--- src/rtl/cbf_pkg.sv ---
// Constants and types for the transmit error counter and acceptance filter block
package cbf_pkg;
    localparam int          ADDR_W         = 8;
    localparam int          DATA_W         = 8;
    localparam int          NUM_BANKS      = 4;
    localparam int          WORD_W         = 32;
    localparam int          HALF_W         = 16;
    localparam int          ID_W           = 29;
    localparam int          SFF_ID_W       = 11;

    // Register map
    localparam logic [7:0]  ADDR_MODE      = 8'h00;
    localparam logic [7:0]  ADDR_STATUS    = 8'h02;
    localparam logic [7:0]  ADDR_INT_STAT  = 8'h03;
    localparam logic [7:0]  ADDR_INT_MASK  = 8'h04;
    localparam logic [7:0]  ADDR_TRANSMIT_ERROR_COUNT     = 8'h0F;
    localparam logic [7:0]  ADDR_FILT_MODE = 8'h1D;
    localparam logic [7:0]  ADDR_FILT_EN   = 8'h1E;
    localparam logic [7:0]  ADDR_CODE_BASE = 8'h20;
    localparam logic [7:0]  ADDR_CODE_LAST = 8'h3F;
    localparam int          BANK_SHIFT     = 3;
    localparam int          MASK_SEL_BIT   = 2;

    // Reset values and counter limits
    localparam logic [7:0]  TEC_RESET      = 8'h00;
    localparam logic [7:0]  TEC_BUSOFF     = 8'h7F;
    localparam logic [7:0]  TEC_FORCE      = 8'hFF;
    localparam logic [7:0]  TEC_STEP       = 8'h08;
    localparam logic [7:0]  TEC_ONE        = 8'h01;
    localparam logic [7:0]  TEC_OVF        = 8'hF8;
    localparam logic [7:0]  TEC_WARN       = 8'h60;
    localparam logic [7:0]  TEC_PASSIVE    = 8'h80;
    localparam logic [7:0]  FILT_MODE_RST  = 8'h00;
    localparam logic [7:0]  FILT_EN_RST    = 8'h00;
    localparam logic [31:0] WORD_RST       = 32'h0000_0000;

    // Field positions
    localparam int          MODE_RESET_BIT = 0;
    localparam int          INT_W          = 4;
    localparam int          INT_BUSOFF     = 0;
    localparam int          INT_WARN       = 1;
    localparam int          INT_PASSIVE    = 2;
    localparam int          INT_RECOVER    = 3;
    localparam logic [3:0]  INT_RST        = 4'h0;

    // Bits of the received word that take part in a compare
    localparam logic [31:0] SFF_CARE       = 32'hFFF0_FFFF;
    localparam logic [31:0] EFF_CARE       = 32'hFFFF_FFFC;

    typedef enum logic [1:0] {
        CBF_ACTIVE    = 2'b00,
        CBF_BUSOFF    = 2'b01,
        CBF_WAIT_FREE = 2'b10
    } cbf_node_type;
endpackage

--- src/rtl/cbf_transmit_error_count_filter.sv ---
// Transmit error counter, bus-off handling and four-bank acceptance filter
`timescale 1ns/10ps
`default_nettype none

module cbf_transmit_error_count_filter (
    input  wire logic                      clk_sys,       // System clock, 100 MHz
    input  wire logic                      nrst,          // Async reset, active low
    input  wire logic [cbf_pkg::ADDR_W-1:0] reg_addr,     // Register address
    input  wire logic [cbf_pkg::DATA_W-1:0] reg_wdata,    // Register write data
    input  wire logic                      reg_wr,        // Write strobe
    input  wire logic                      reg_rd,        // Read strobe
    output logic      [cbf_pkg::DATA_W-1:0] reg_rdata,    // Read data, cycle after strobe
    output logic                           irq,           // Level interrupt
    input  wire logic                      tx_err_inc,    // Transmit error seen, add 8
    input  wire logic                      tx_ok_dec,     // Successful transmit, minus 1
    input  wire logic                      bus_free,      // 11 recessive bits seen
    input  wire logic                      rx_valid,      // Received frame ready to filter
    input  wire logic                      rx_ide,        // Frame is extended format
    input  wire logic                      rx_rtr,        // Frame is remote request
    input  wire logic [cbf_pkg::ID_W-1:0]  rx_id,         // Identifier, standard in low 11 bits
    input  wire logic [7:0]                rx_data0,      // First data byte
    input  wire logic [7:0]                rx_data1,      // Second data byte
    output logic                           rx_store,      // Push frame into receive_queue
    output logic      [2*cbf_pkg::NUM_BANKS-1:0] rx_hits, // Filters that matched
    output logic                           rec_clear,     // Clear receive_error_count
    output logic                           reset_mode,    // Reset mode active
    output logic                           bus_off,       // Bus-off active
    output logic                           node_active    // Node may take part on the bus
);
    import cbf_pkg::*;

    cbf_node_type           node_state;
    logic [7:0]             transmit_error_count;
    logic                   force_pending;
    logic                   err_warn;
    logic                   err_passive;
    logic [7:0]             filter_bank_mode;
    logic [7:0]             filter_enable;
    logic [WORD_W-1:0]      acceptance_code_regs [NUM_BANKS];
    logic [WORD_W-1:0]      acceptance_mask_regs [NUM_BANKS];
    logic [INT_W-1:0]       int_status;
    logic [INT_W-1:0]       int_mask;
    logic [INT_W-1:0]       int_event;

    logic                   wr_mode;
    logic                   wr_tec;
    logic                   leave_reset;
    logic                   hw_busoff;
    logic                   busoff_entry;
    logic                   recover_done;
    logic                   next_warn;
    logic                   next_passive;
    logic [WORD_W-1:0]      rx_word;
    logic [WORD_W-1:0]      care;
    logic                   rx_ok_fmt;
    logic [2*NUM_BANKS-1:0] next_hits;
    logic                   code_sel;
    logic [1:0]             code_bank;
    logic [1:0]             code_byte;
    logic                   code_wr_ok;

    assign wr_mode      = reg_wr && (reg_addr == ADDR_MODE);
    assign wr_tec       = reg_wr && (reg_addr == ADDR_TRANSMIT_ERROR_COUNT) && reset_mode;
    assign leave_reset  = wr_mode && reset_mode && !reg_wdata[MODE_RESET_BIT];
    assign hw_busoff    = !reset_mode && (node_state == CBF_ACTIVE) && tx_err_inc
                          && (transmit_error_count >= TEC_OVF);
    assign busoff_entry = hw_busoff || (leave_reset && force_pending);
    assign recover_done = !reset_mode && (node_state == CBF_BUSOFF) && bus_free
                          && (transmit_error_count == TEC_RESET);

    assign bus_off      = (node_state == CBF_BUSOFF);
    assign node_active  = !reset_mode && (node_state == CBF_ACTIVE);

    // Reset mode; bus-off puts the controller back into it
    always_ff @(posedge clk_sys or negedge nrst) begin
        if (!nrst) begin
            reset_mode <= 1'b1;
        end else if (busoff_entry) begin
            reset_mode <= 1'b1;
        end else if (wr_mode) begin
            reset_mode <= reg_wdata[MODE_RESET_BIT];
        end
    end

    // Counter and bus-off state
    always_ff @(posedge clk_sys or negedge nrst) begin
        if (!nrst) begin
            transmit_error_count <= TEC_RESET;
            node_state           <= CBF_ACTIVE;
            force_pending        <= 1'b0;
        end else if (busoff_entry) begin
            transmit_error_count <= TEC_BUSOFF;
            node_state           <= CBF_BUSOFF;
            force_pending        <= 1'b0;
        end else if (wr_tec) begin
            transmit_error_count <= reg_wdata;
            force_pending        <= (reg_wdata == TEC_FORCE);
            if (node_state == CBF_BUSOFF && reg_wdata != TEC_FORCE) begin
                node_state <= CBF_WAIT_FREE;
            end
        end else if (!reset_mode) begin
            // In reset mode nothing below runs, so recovery stays frozen
            case (node_state)
                CBF_ACTIVE: begin
                    if (tx_err_inc) begin
                        transmit_error_count <= transmit_error_count + TEC_STEP;
                    end else if (tx_ok_dec && transmit_error_count != TEC_RESET) begin
                        transmit_error_count <= transmit_error_count - TEC_ONE;
                    end
                end
                CBF_BUSOFF: begin
                    if (bus_free) begin
                        if (transmit_error_count == TEC_RESET) begin
                            node_state <= CBF_ACTIVE;
                        end else begin
                            transmit_error_count <= transmit_error_count - TEC_ONE;
                        end
                    end
                end
                CBF_WAIT_FREE: begin
                    if (bus_free) begin
                        node_state <= CBF_ACTIVE;
                    end
                end
                default: begin
                    node_state <= CBF_ACTIVE;
                end
            endcase
        end
    end

    // Receive counter cleared alongside bus-off entry
    always_ff @(posedge clk_sys or negedge nrst) begin
        if (!nrst) begin
            rec_clear <= 1'b0;
        end else begin
            rec_clear <= busoff_entry;
        end
    end

    // Error levels only follow the counter in operation, so a CPU value
    // written in reset mode shows up after the mode is left
    assign next_warn    = (transmit_error_count >= TEC_WARN);
    assign next_passive = (transmit_error_count >= TEC_PASSIVE);

    always_ff @(posedge clk_sys or negedge nrst) begin
        if (!nrst) begin
            err_warn    <= 1'b0;
            err_passive <= 1'b0;
        end else if (!reset_mode) begin
            err_warn    <= next_warn;
            err_passive <= next_passive;
        end
    end

    always_comb begin
        int_event              = INT_RST;
        int_event[INT_BUSOFF]  = busoff_entry;
        int_event[INT_WARN]    = !reset_mode && (next_warn != err_warn);
        int_event[INT_PASSIVE] = !reset_mode && (next_passive != err_passive);
        int_event[INT_RECOVER] = recover_done;
    end

    // Sticky flags; a new event beats a write-one clear
    always_ff @(posedge clk_sys or negedge nrst) begin
        if (!nrst) begin
            int_status <= INT_RST;
        end else if (reg_wr && reg_addr == ADDR_INT_STAT) begin
            int_status <= (int_status & ~reg_wdata[INT_W-1:0]) | int_event;
        end else begin
            int_status <= int_status | int_event;
        end
    end

    always_ff @(posedge clk_sys or negedge nrst) begin
        if (!nrst) begin
            int_mask <= INT_RST;
        end else if (reg_wr && reg_addr == ADDR_INT_MASK) begin
            int_mask <= reg_wdata[INT_W-1:0];
        end
    end

    assign irq = |(int_status & int_mask);

    // Filter mode and enable registers
    always_ff @(posedge clk_sys or negedge nrst) begin
        if (!nrst) begin
            filter_bank_mode <= FILT_MODE_RST;
        end else if (reg_wr && reg_addr == ADDR_FILT_MODE && reset_mode) begin
            filter_bank_mode <= reg_wdata;
        end
    end

    always_ff @(posedge clk_sys or negedge nrst) begin
        if (!nrst) begin
            filter_enable <= FILT_EN_RST;
        end else if (reg_wr && reg_addr == ADDR_FILT_EN) begin
            filter_enable <= reg_wdata;
        end
    end

    // Code and mask bytes: 8 bytes per bank, code first, byte 0 is the top
    assign code_sel  = (reg_addr >= ADDR_CODE_BASE) && (reg_addr <= ADDR_CODE_LAST);
    assign code_bank = reg_addr[BANK_SHIFT+1:BANK_SHIFT];
    assign code_byte = reg_addr[1:0];

    // A filter may only be changed while it is disabled, so it never
    // matches against a half-written pattern
    always_comb begin
        if (!code_byte[1] || filter_bank_mode[2*code_bank]) begin
            code_wr_ok = !filter_enable[2*code_bank];
        end else begin
            code_wr_ok = !filter_enable[2*code_bank+1];
        end
    end

    always_ff @(posedge clk_sys or negedge nrst) begin
        if (!nrst) begin
            for (int b = 0; b < NUM_BANKS; b++) begin
                acceptance_code_regs[b] <= WORD_RST;
                acceptance_mask_regs[b] <= WORD_RST;
            end
        end else if (reg_wr && code_sel && code_wr_ok) begin
            if (reg_addr[MASK_SEL_BIT]) begin
                acceptance_mask_regs[code_bank][(3-code_byte)*8 +: 8] <= reg_wdata;
            end else begin
                acceptance_code_regs[code_bank][(3-code_byte)*8 +: 8] <= reg_wdata;
            end
        end
    end

    // Received word laid out like the code registers
    always_comb begin
        if (rx_ide) begin
            rx_word = {rx_id, rx_rtr, 2'b00};
            care    = EFF_CARE;
        end else begin
            rx_word = {rx_id[SFF_ID_W-1:0], rx_rtr, 4'h0, rx_data0, rx_data1};
            care    = SFF_CARE;
        end
    end

    generate
        for (genvar b = 0; b < NUM_BANKS; b++) begin : g_bank
            logic              fmt_ext;
            logic              single;
            logic [WORD_W-1:0] diff;
            logic [HALF_W-1:0] diff2;
            assign fmt_ext = filter_bank_mode[2*b+1];
            assign single  = filter_bank_mode[2*b];
            // Set mask bits are ignored
            assign diff  = (rx_word ^ acceptance_code_regs[b]) & ~acceptance_mask_regs[b] & care;
            assign diff2 = (rx_word[WORD_W-1:HALF_W] ^ acceptance_code_regs[b][HALF_W-1:0])
                           & ~acceptance_mask_regs[b][HALF_W-1:0] & care[WORD_W-1:HALF_W];
            always_comb begin
                if (single) begin
                    next_hits[2*b]   = filter_enable[2*b] && (fmt_ext == rx_ide) && (diff == '0);
                    next_hits[2*b+1] = 1'b0;
                end else begin
                    next_hits[2*b]   = filter_enable[2*b] && (fmt_ext == rx_ide)
                                       && (diff[WORD_W-1:HALF_W] == '0);
                    next_hits[2*b+1] = filter_enable[2*b+1] && (fmt_ext == rx_ide) && (diff2 == '0);
                end
            end
        end
    endgenerate

    assign rx_ok_fmt = |next_hits;

    always_ff @(posedge clk_sys or negedge nrst) begin
        if (!nrst) begin
            rx_store <= 1'b0;
            rx_hits  <= '0;
        end else begin
            rx_store <= rx_valid && rx_ok_fmt;
            rx_hits  <= rx_valid ? next_hits : '0;
        end
    end

    // Register read port
    always_ff @(posedge clk_sys or negedge nrst) begin
        if (!nrst) begin
            reg_rdata <= '0;
        end else if (reg_rd) begin
            if (code_sel) begin
                reg_rdata <= reg_addr[MASK_SEL_BIT]
                           ? acceptance_mask_regs[code_bank][(3-code_byte)*8 +: 8]
                           : acceptance_code_regs[code_bank][(3-code_byte)*8 +: 8];
            end else begin
                case (reg_addr)
                    ADDR_MODE:      reg_rdata <= {7'h00, reset_mode};
                    ADDR_STATUS:    reg_rdata <= {3'h0, node_state == CBF_WAIT_FREE, force_pending,
                                                  err_passive, err_warn, bus_off};
                    ADDR_INT_STAT:  reg_rdata <= {4'h0, int_status};
                    ADDR_INT_MASK:  reg_rdata <= {4'h0, int_mask};
                    ADDR_TRANSMIT_ERROR_COUNT:     reg_rdata <= transmit_error_count;
                    ADDR_FILT_MODE: reg_rdata <= filter_bank_mode;
                    ADDR_FILT_EN:   reg_rdata <= filter_enable;
                    default:        reg_rdata <= '0;
                endcase
            end
        end else begin
            reg_rdata <= '0;
        end
    end
endmodule

`default_nettype wire

--- config.mk ---
export PLATFORM = sky130hd
export DESIGN_NAME = cbf_transmit_error_count_filter
export DESIGN_NICKNAME = d
export VERILOG_FILES = /design/src/rtl/cbf_pkg.sv /design/src/rtl/cbf_transmit_error_count_filter.sv
export SDC_FILE = /design/constraint.sdc
export NUM_CORES = 1
export LEC_CHECK = 0
export BUFFER_PORTS_ARGS = -buffer_cell sky130_fd_sc_hd__buf_2
export CORE_MARGIN = 2
export CORE_UTILIZATION = 56
export DETAILED_ROUTE_END_ITERATION = 8
export GPL_TIMING_DRIVEN = 0
export PLACE_DENSITY = 0.85
export SKIP_CTS_REPAIR_TIMING = 1
export SLEW_MARGIN = 40
export SYNTH_ARGS = -nofsm -noshare
export SYNTH_HDL_FRONTEND = slang
export SYNTH_SLANG_ARGS = --single-unit
--- constraint.sdc ---
create_clock -name clk_sys -period 2.1 [get_ports clk_sys]
set_clock_uncertainty 0.05 [all_clocks]
set_input_delay 0.63 -clock clk_sys [delete_from_list [all_inputs] [get_ports clk_sys]]
set_output_delay 0.63 -clock clk_sys [all_outputs]
set_load 0.05 [all_outputs]
### Yosys cells after proc, flatten, opt, wreduce, memory -nomap -nowiden

Cells that the tools add are included.

| storage, ports and cells | value |
|---|---|
| flip-flop bits (word level) | 312 |
| input port bits | 71 |
| output and inout bits | 22 |
| logic and storage cells | 230 |

| cells by class | value |
|---|---|
| $add $sub $neg | 5 |
| $lt $le $gt $ge | 9 |
| equality and inequality tests | 24 |
| shift operators | 4 |
| muxes and demuxes | 49 |
| bitwise logic cells | 39 |
| reductions and logical operators | 78 |

Operators by type and width:

| cell | count |
|---|---|
| 32-bit bitwise AND | 8 |
| 128-bit bitwise mux | 2 |
| 32-bit 2-to-1 mux | 6 |
| 16-bit bitwise AND | 8 |
| 32-bit binary-select mux with 2-bit select | 2 |
| 16-bit logical NOT | 8 |
| 32-bit logical NOT | 4 |
| 32-bit NOT | 4 |
| 32-bit bitwise XOR | 4 |
| 8-bit 2-to-1 mux | 11 |
| 32-bit by 33-bit indexed part select with 8-bit output | 2 |
| 32-bit demux with 2-bit select | 1 |
| 16-bit NOT | 4 |
| 16-bit bitwise XOR | 4 |
| 8-bit case mux with 7 select lines | 1 |
| 1-bit logical AND | 46 |
| 32-bit negator with 34-bit output | 1 |
| 8-bit by 34-bit variable shift with 32-bit output (first input constant) | 1 |
| 8-bit by 34-bit indexed part select with 32-bit output | 1 |
| 2-bit 2-to-1 mux | 11 |
| 20-bit 2-to-1 mux | 1 |
| 8-bit by 2-bit == test with 1-bit output (second input constant) | 2 |
| 8-bit by 5-bit == test with 1-bit output (second input constant) | 2 |
| 8-bit >= comparator (second input constant) | 2 |
| other kinds (48) | 72 |

### Logic depth before layout (Yosys ltp)

Gate-level depths: netlist (run 1).

| depth | value |
|---|---|
| depth after elaboration | 9 |
| gate-level depth with buffers | 10 |
| mapped depth without buffers | 8 |

### Worst setup path after synthesis (run 1)

No wires, ideal clock.

| path | value |
|---|---|
| path kind | input -> register |
| start | in reg_addr[1] (netlist bit) |
| end | reg filter_bank_mode[0] |
| arrival | 2733 ps |
| required time | 1925 ps |
| slack | -808 ps |
| stages on the path | 9 |
| buffers on the path | 4 |
| cells stage by stage | inv_1 -> clkbuf_1 -> ha_1 -> clkbuf_1 -> and4_1 -> buf_2 -> and3_1 -> clkbuf_1 -> mux2_2 |

| between the ends | value |
|---|---|
| cells in the longest elaborated chain, start to end | 3 |

Ends and longest elaborated chain:

| item | line | RTL |
|---|---|---|
| from (decl) | cbf_transmit_error_count_filter.sv:8 | `input wire logic [cbf_pkg::ADDR_W-1:0] reg_addr,` |
| 8-bit by 5-bit == test with 1-bit output | cbf_transmit_error_count_filter.sv:189 | `end else if (reg_wr && reg_addr == ADDR_FILT_MODE && reset_mode) begin` |
| 1-bit logical AND (2 in series) | cbf_transmit_error_count_filter.sv:189 |  |
| to (signal assigned) | cbf_transmit_error_count_filter.sv:190 | `filter_bank_mode <= reg_wdata;` |
| to (decl) | cbf_transmit_error_count_filter.sv:37 | `logic [7:0] filter_bank_mode;` |

Every way passes these cells.
A chain may end at the register's enable or synchronous reset.

### Final worst setup path (run 1)

| path | value |
|---|---|
| start | in rx_ide |
| end | reg rx_store |

| between the ends | value |
|---|---|
| cells in the longest elaborated chain, start to end | 9 |
| elaborated cells on any way between the ends | 68 |
| those cells by class | 4 x eq/ne; 6 x mux; 24 x bitwise; 34 x reduce/logical |

Ends and longest elaborated chain:

| item | line | RTL |
|---|---|---|
| from (decl) | cbf_transmit_error_count_filter.sv:18 | `input wire logic rx_ide,` |
| 32-bit 2-to-1 mux | cbf_transmit_error_count_filter.sv:234 | `if (rx_ide) begin` |
| 32-bit bitwise XOR / 16-bit bitwise XOR (equally long branches) | cbf_transmit_error_count_filter.sv:252, cbf_transmit_error_count_filter.sv:253 |  |
| 32-bit bitwise AND / 16-bit bitwise AND (equally long branches) (2 in series) | cbf_transmit_error_count_filter.sv:252, cbf_transmit_error_count_filter.sv:254 |  |
| 32-bit logical NOT, or another cell as far along | cbf_transmit_error_count_filter.sv:257 | `next_hits[2*b] = filter_enable[2*b] && (fmt_ext == rx_ide) && (diff == '0);` |
| 1-bit logical AND (on tied branches) | cbf_transmit_error_count_filter.sv:257, cbf_transmit_error_count_filter.sv:261, cbf_transmit_error_count_filter.sv:262 |  |
| 2-bit 2-to-1 mux | cbf_transmit_error_count_filter.sv:256 | `if (single) begin` |
| 8-bit OR reduction (*) | cbf_transmit_error_count_filter.sv:268 | `assign rx_ok_fmt = \|next_hits;` |
| 1-bit logical AND (*) | cbf_transmit_error_count_filter.sv:275 | `rx_store <= rx_valid && rx_ok_fmt;` |
| to (signal assigned) | cbf_transmit_error_count_filter.sv:275 |  |
| to (decl) | cbf_transmit_error_count_filter.sv:23 | `output logic rx_store,` |

Every way passes the cells marked *; elsewhere a longest branch is shown, timed or not.

==> results of run 1 <==
==> worst register-to-register path: cells and delay by family, from the launching register on <==
family | cells | cell delay [ns]
AOI/OAI and AO/OA | 4 | 1.38
and+or+nand+nor | 2 | 0.42
xor gates and xnor gates | 1 | 0.19
DFF | 1 | 0.43
==> flip-flops by register name (all words and copies together) (netlist names) <==
register              cells
rec_clear                 1
filter_enable             8
err_warn                  1
int_status                4
rx_hits                   8
reg_rdata                 8
transmit_error_count      8
force_pending             1
err_passive               1
filter_bank_mode          8
acceptance_mask_regs    128
int_mask                  4
node_state                2
acceptance_code_regs    128
reset_mode                1
rx_store                  1
==> worst min-delay path by stage <==
stage / end / from / depth (start not counted)
final: int_status[3] / bus_free / 3
after global routing: int_status[3] / bus_free / 3
after CTS: acceptance_mask_regs[14] / nrst / 1
after detailed placement: int_mask[1] / int_mask[1] / 2
after global placement: int_mask[1] / int_mask[1] / 2
after floorplan: acceptance_code_regs[0] / nrst / 0
==> metrics by stage <==
step / total power [uW] / setup TNS (ns)
global route: 16600 / -116.31
CTS: 15100 / -139.80
finish: 16200 / -107.54
detailed placement: 9030 / -278.11
global placement: 8940 / -1979.09
floorplan: 8110 / -97.73
==> cell families (layout without fill, tap and decap cells) <==
family / Yosys count / in the layout
AO/OA/AOI/OAI: 173 / 173
AND/OR/NAND/NOR: 275 / 275
XOR/XNOR: 185 / 185
flip-flops: 312 / 312
multiplexers: 401 / 401
buffers and inverters: 94 / 371
adder cells (fa/ha/maj): 8 / 8
==> where the power goes <==
part	internal (uW)	leakage [uW]	total [uW]	switching, uW
Sequential	6240	0.00430	6560	328
Clock	3620	0.000541	6200	2580
Combinational	1560	0.00625	3460	1900
==> cell usage in the layout (no fill, tap or decap), types with 39 or more instances in the layout <==
| cell type | count |
|---|---|
| buf_4 | 84 |
| nor2_1 | 54 |
| buf_12 | 39 |
| o22ai_1 | 69 |
| xor2_1 | 154 |
| nand2_1 | 42 |
| clkbuf_16 | 44 |
| mux4_2 | 83 |
| mux2_2 | 225 |
| buf_2 | 84 |
| dfrtp_1 | 299 |
==> layout make-up <==
cell class | count | area (sq um)
Multi-Input combinational cell | 1042 | 11100
Fill cell | 1975 | 8720
Sequential cell | 312 | 7820
Timing Repair Buffer | 225 | 2210
Clock buffer | 49 | 978
Buffer | 66 | 682
Tap cell | 442 | 553
Clock inverter | 10 | 138
Inverter | 21 | 93.8
==> routing by layer <==
| layer | vias up | routed length, um | track usage, % |
|---|---|---|---|
| li1 | 5867 | - | - |
| met1 | 7507 | 24600 | 50.6 |
| met2 | 1368 | 29000 | 53.9 |
| met3 | 353 | 9910 | 11.4 |
| met4 | 4 | 5320 | 20.2 |
| met5 | - | 23 | 0 |
==> results.cfg, run 1 <==
[outcome]
status = finished with violations
violations = negative setup slack

[setup_path]
cp_slowest_cell = nor4_4
cp_slowest_stage_delay_ns = 0.45
critPathRequiredTime_ns = 2.48
worst-path-stages = 10
reg2reg_from = acceptance_code_regs[0]
critPathKind = input pin to flip-flop
cpLargestDelayFamily = compound AO/OA/AOI/OAI gates
rr_endpoint = rx_store
startpoint_type = input pin
cp_cell_sequence = buf_12 -> buf_16 -> buf_12 -> mux2i_4 -> xor2_1 -> o22ai_1 -> nor4_4 -> nand2_1 -> a221oi_2 -> o41a_1
cp-endpoint = rx_store
path_buf_inv = 3
crit_path_frequent_cell = buf_12
cp.arrival_ns = 3.01
cp-end-kind = flip-flop
startpoint = rx_ide
reg2regPathDepth = 7
cp_max_fo = 6
rrSetupSlack_ns = -0.48

[clock_tree]
cts_tree = built
clock-root-buffer = clkbuf_16
cts.sinks = 312
worstSkewPairLatency_ns = 0.54
cts_inserted_buffers = 35
cts.clk_slew.worst_paths_ns = 0.06
htreeDepth = 2
clockBufferDepth = 3

[timing]
worst_slew_pin_slew_ns = 0.760
max_clock_freq_mhz = 380
finalWorstSetupSlack_ns = -0.530
hold_violations = 0
period_needed_ns = 2.63
relSlewSlack_pct = 49.1
rsz0062_at_grt = true
maxSlewViolCount = 0
finalSetupViolations = 274
whs_ns = 0.339
fin_crit_sh_pct = 125

[yosys]
ys.warnings.count = 0
synth_top_family_by_area = multiplexers
synth_fp_nets = 1527
synth_compound_area_share_pct = 6.51
netlist_instances = 1448
yosys-top-cells-area = dfrtp_1 (43%), mux2_2 (16%), mux4_2 (10%)
synthTopCellsByCount = dfrtp_1 (311), mux2_2 (252), xor2_1 (159), mux4_2 (83), o22ai_1 (70)
synth_top_area_share_pct = 42.8
synthesis.area_sq_um = 18200
synth_cell_types = 68
syn_area_per_cell_sq_um = 12.6
yosysMostFrequentCell = dfrtp_1
synth_mux_area_share_pct = 30.4
synthSimpleGateAreaFrac_pct = 8.47
async_flop_share_pct = 100
synth-edff-count = 0
ys_seq_area_share_pct = 42.9
synthAdderAreaFrac_pct = 0.550
ys_ff_latch = 312
yosys.area.top_type = dfrtp_1
synthFlopType = dfrtp_1
synth_xor_area_share_pct = 8.90

[routing]
via_per_inst = 6.97
dr.pass1.iters = 8
drc_errors = 0
wl_per_cell_um = 31.8
ant_nets = 0
dr.first_iter.drc_count = 2035
via_count = 15100
drt_wl_total_um = 68800

[final_layout]
syn_to_final_growth_pct = 29.5
final_nets = 1782
final_util_pct = 73.0
n_antenna_cell = 0
drive_gt1_share_pct = 48.1
fin_cells = 2167
final_area_sq_um = 23600

[placed_design]
dpl_cell_area_sq_um = 19800
dp_hpwl_um = 46000
place_congestion = 1.08
placed_cells = 1982
dp_slack_ns = -1.46
portBuffers = 88

[floorplanning]
dieArea_sq_um = 34000
die_w_um = 184
die_height_um = 184
start_util_pct = 56.4
core_area_sq_um = 32300
fp-row-count = 66
io_pins = 93

[pwr]
power.density_nw_per_um2 = 689
ir_drop_mv = 0.664
leakage_uw = 0.0111

[flow_run]
max_cap_viol_count = 0

[global_route]
grt_max_degree = 78
track_usage_pct = 37.3
grt-ovfl-total = 0
grt_pass1_vias = 13800
grt_pass1_wl_um = 91200
antenna_found_initial = 3

[min_path]
holdCritPathClass = input pin to flip-flop
No activity file was read; power rests on OpenSTA's default activity.
==> run 2, diff against run 1 <==
- CORE_ASPECT_RATIO: not set -> 1.5
==> run 2 against run 1 <==
Against the previous run:
- setup slack worse by 0.22 ns
- cell count down 2.8%
- highest routed layer unchanged
- largest cell class unchanged
- flip-flop and latch count unchanged
- hold slack worse by 0.036 ns
- count of clock-buffer cells in the layout down 8
- critical path depth down 1
- the flow still finishes with violations (negative setup slack)
==> results.cfg, run 2 (synthesis gave the netlist of run 1 again) <==
[global_route]
antenna_found_initial = 3
grt_max_degree = 80
grt_pass1_wl_um = 91400
grt_pass1_vias = 14300
grt-ovfl-total = 0
track_usage_pct = 37.4

[placed_design]
portBuffers = 88
placed_cells = 1951
dp_hpwl_um = 46000
place_congestion = 1.04
dp_slack_ns = -1.47

[clock_tree]
cts_inserted_buffers = 30
cts_tree = built
htreeDepth = 1
clockBufferDepth = 3
cts.sinks = 312
worstSkewPairLatency_ns = 0.60
clock-root-buffer = clkbuf_16
cts.clk_slew.worst_paths_ns = 0.07

[timing]
rsz0062_at_grt = true
max_clock_freq_mhz = 351
finalSetupViolations = 275
fin_crit_sh_pct = 136
finalWorstSetupSlack_ns = -0.749
whs_ns = 0.303
final.setup.tns_ns = -122.84
hold_violations = 0
worst_slew_pin_slew_ns = 1.04
period_needed_ns = 2.85
relSlewSlack_pct = 30.1
maxSlewViolCount = 0

[pwr]
ir_drop_mv = 0.505
leakage_uw = 0.0108
power.density_nw_per_um2 = 671

[floorplanning]
core_area_sq_um = 31900
fp-row-count = 80
dieArea_sq_um = 34000
io_pins = 93
start_util_pct = 57.0
die_w_um = 151
die_height_um = 225

[routing]
drt_wl_total_um = 73000
via_count = 15300
ant_nets = 0
wl_per_cell_um = 34.6
drc_errors = 0
dr.first_iter.drc_count = 2176
via_per_inst = 7.26
dr.pass1.iters = 7

[setup_path]
rrSetupSlack_ns = -0.60
startpoint_type = input pin
reg2regPathDepth = 8
rr_endpoint = acceptance_mask_regs[83]
cp_max_fo = 10
cp-end-kind = flip-flop
reg2reg_from = filter_bank_mode[6]
critPathKind = input pin to flip-flop
critPathRequiredTime_ns = 2.56
cp.arrival_ns = 3.31

[outcome]
violations = negative setup slack
status = finished with violations

[final_layout]
final_nets = 1752
drive_gt1_share_pct = 46.5
n_fill_cell = 1817
final_util_pct = 73.1
reg.largest.list = acceptance_code_regs: 128 flops, acceptance_mask_regs: 128 flops
final_cell_mix = dfrtp_1 (300), xor2_1 (156), mux2_2 (145), mux2_4 (120), buf_2 (86)
final_common_cell = dfrtp_1
syn_to_final_growth_pct = 28.3
fin_cells = 2107

[min_path]
min_from = bus_free
hold_depth = 3
holdCritPathClass = input pin to flip-flop
hold_path_end = int_status[3]

[flow_run]
max_cap_viol_count = 0
==> run 2: layer usage <==
metal	up-vias	global-route usage (%)	share of wire, %
met4	2	29.2	11
met2	1460	57.7	44
met3	582	9.41	14
li1	5799	-	-
met1	7448	44.4	31
met5	-	0	0.018
==> run 2: metrics by stage <==
| stage | cell area [sq um] | total power [uW] |
|---|---|---|
| finish | 23300 | 15700 |
| global route | 23300 | 15900 |
| CTS | 20800 | 14800 |
| detailed placement | 19700 | 9060 |
| global placement | 19600 | 8950 |
| floorplan | 18600 | 8110 |
==> run 2: layout make-up <==
cell class / count / area (sq um) / area share (%)
multi-input combinational: 1042 / 11300 / 48.6
clock buffer: 41 / 873 / 3.74
sequential: 312 / 7820 / 33.5
antenna: 1 / 2.50 / 0.0107
buffer: 70 / 601 / 2.57
timing repair buffer: 196 / 1940 / 8.30
tap: 410 / 513 / 2.20
inverter: 21 / 93.8 / 0.402
clock inverter: 14 / 165 / 0.707
==> run 2: power by group <==
| part | switching [uW] | internal (uW) |
|---|---|---|
| clock network | 2590 | 3280 |
| logic | 1900 | 1320 |
| registers | 338 | 6230 |
==> run 2: worst max-delay path: stages <==
cell and delay [ns]:
buf_12 0.12, buf_12 0.14, clkbuf_4 0.24, xnor2_1 0.87
o2111ai_1 0.35, nor3_1 0.24, and3_1 0.24, nand4b_1 0.27
o41a_1 0.19
==> run 2: worst max path at each step <==
stage	from	end	cells after the start
global route	rx_ide	rx_store	10
detailed placement	rx_ide	rx_store	9
finish	rx_ide	rx_store	9
floorplan	reg_addr[3]	acceptance_mask_regs[24]	8
global placement	nrst	acceptance_code_regs[57]	1
CTS	rx_ide	rx_store	9
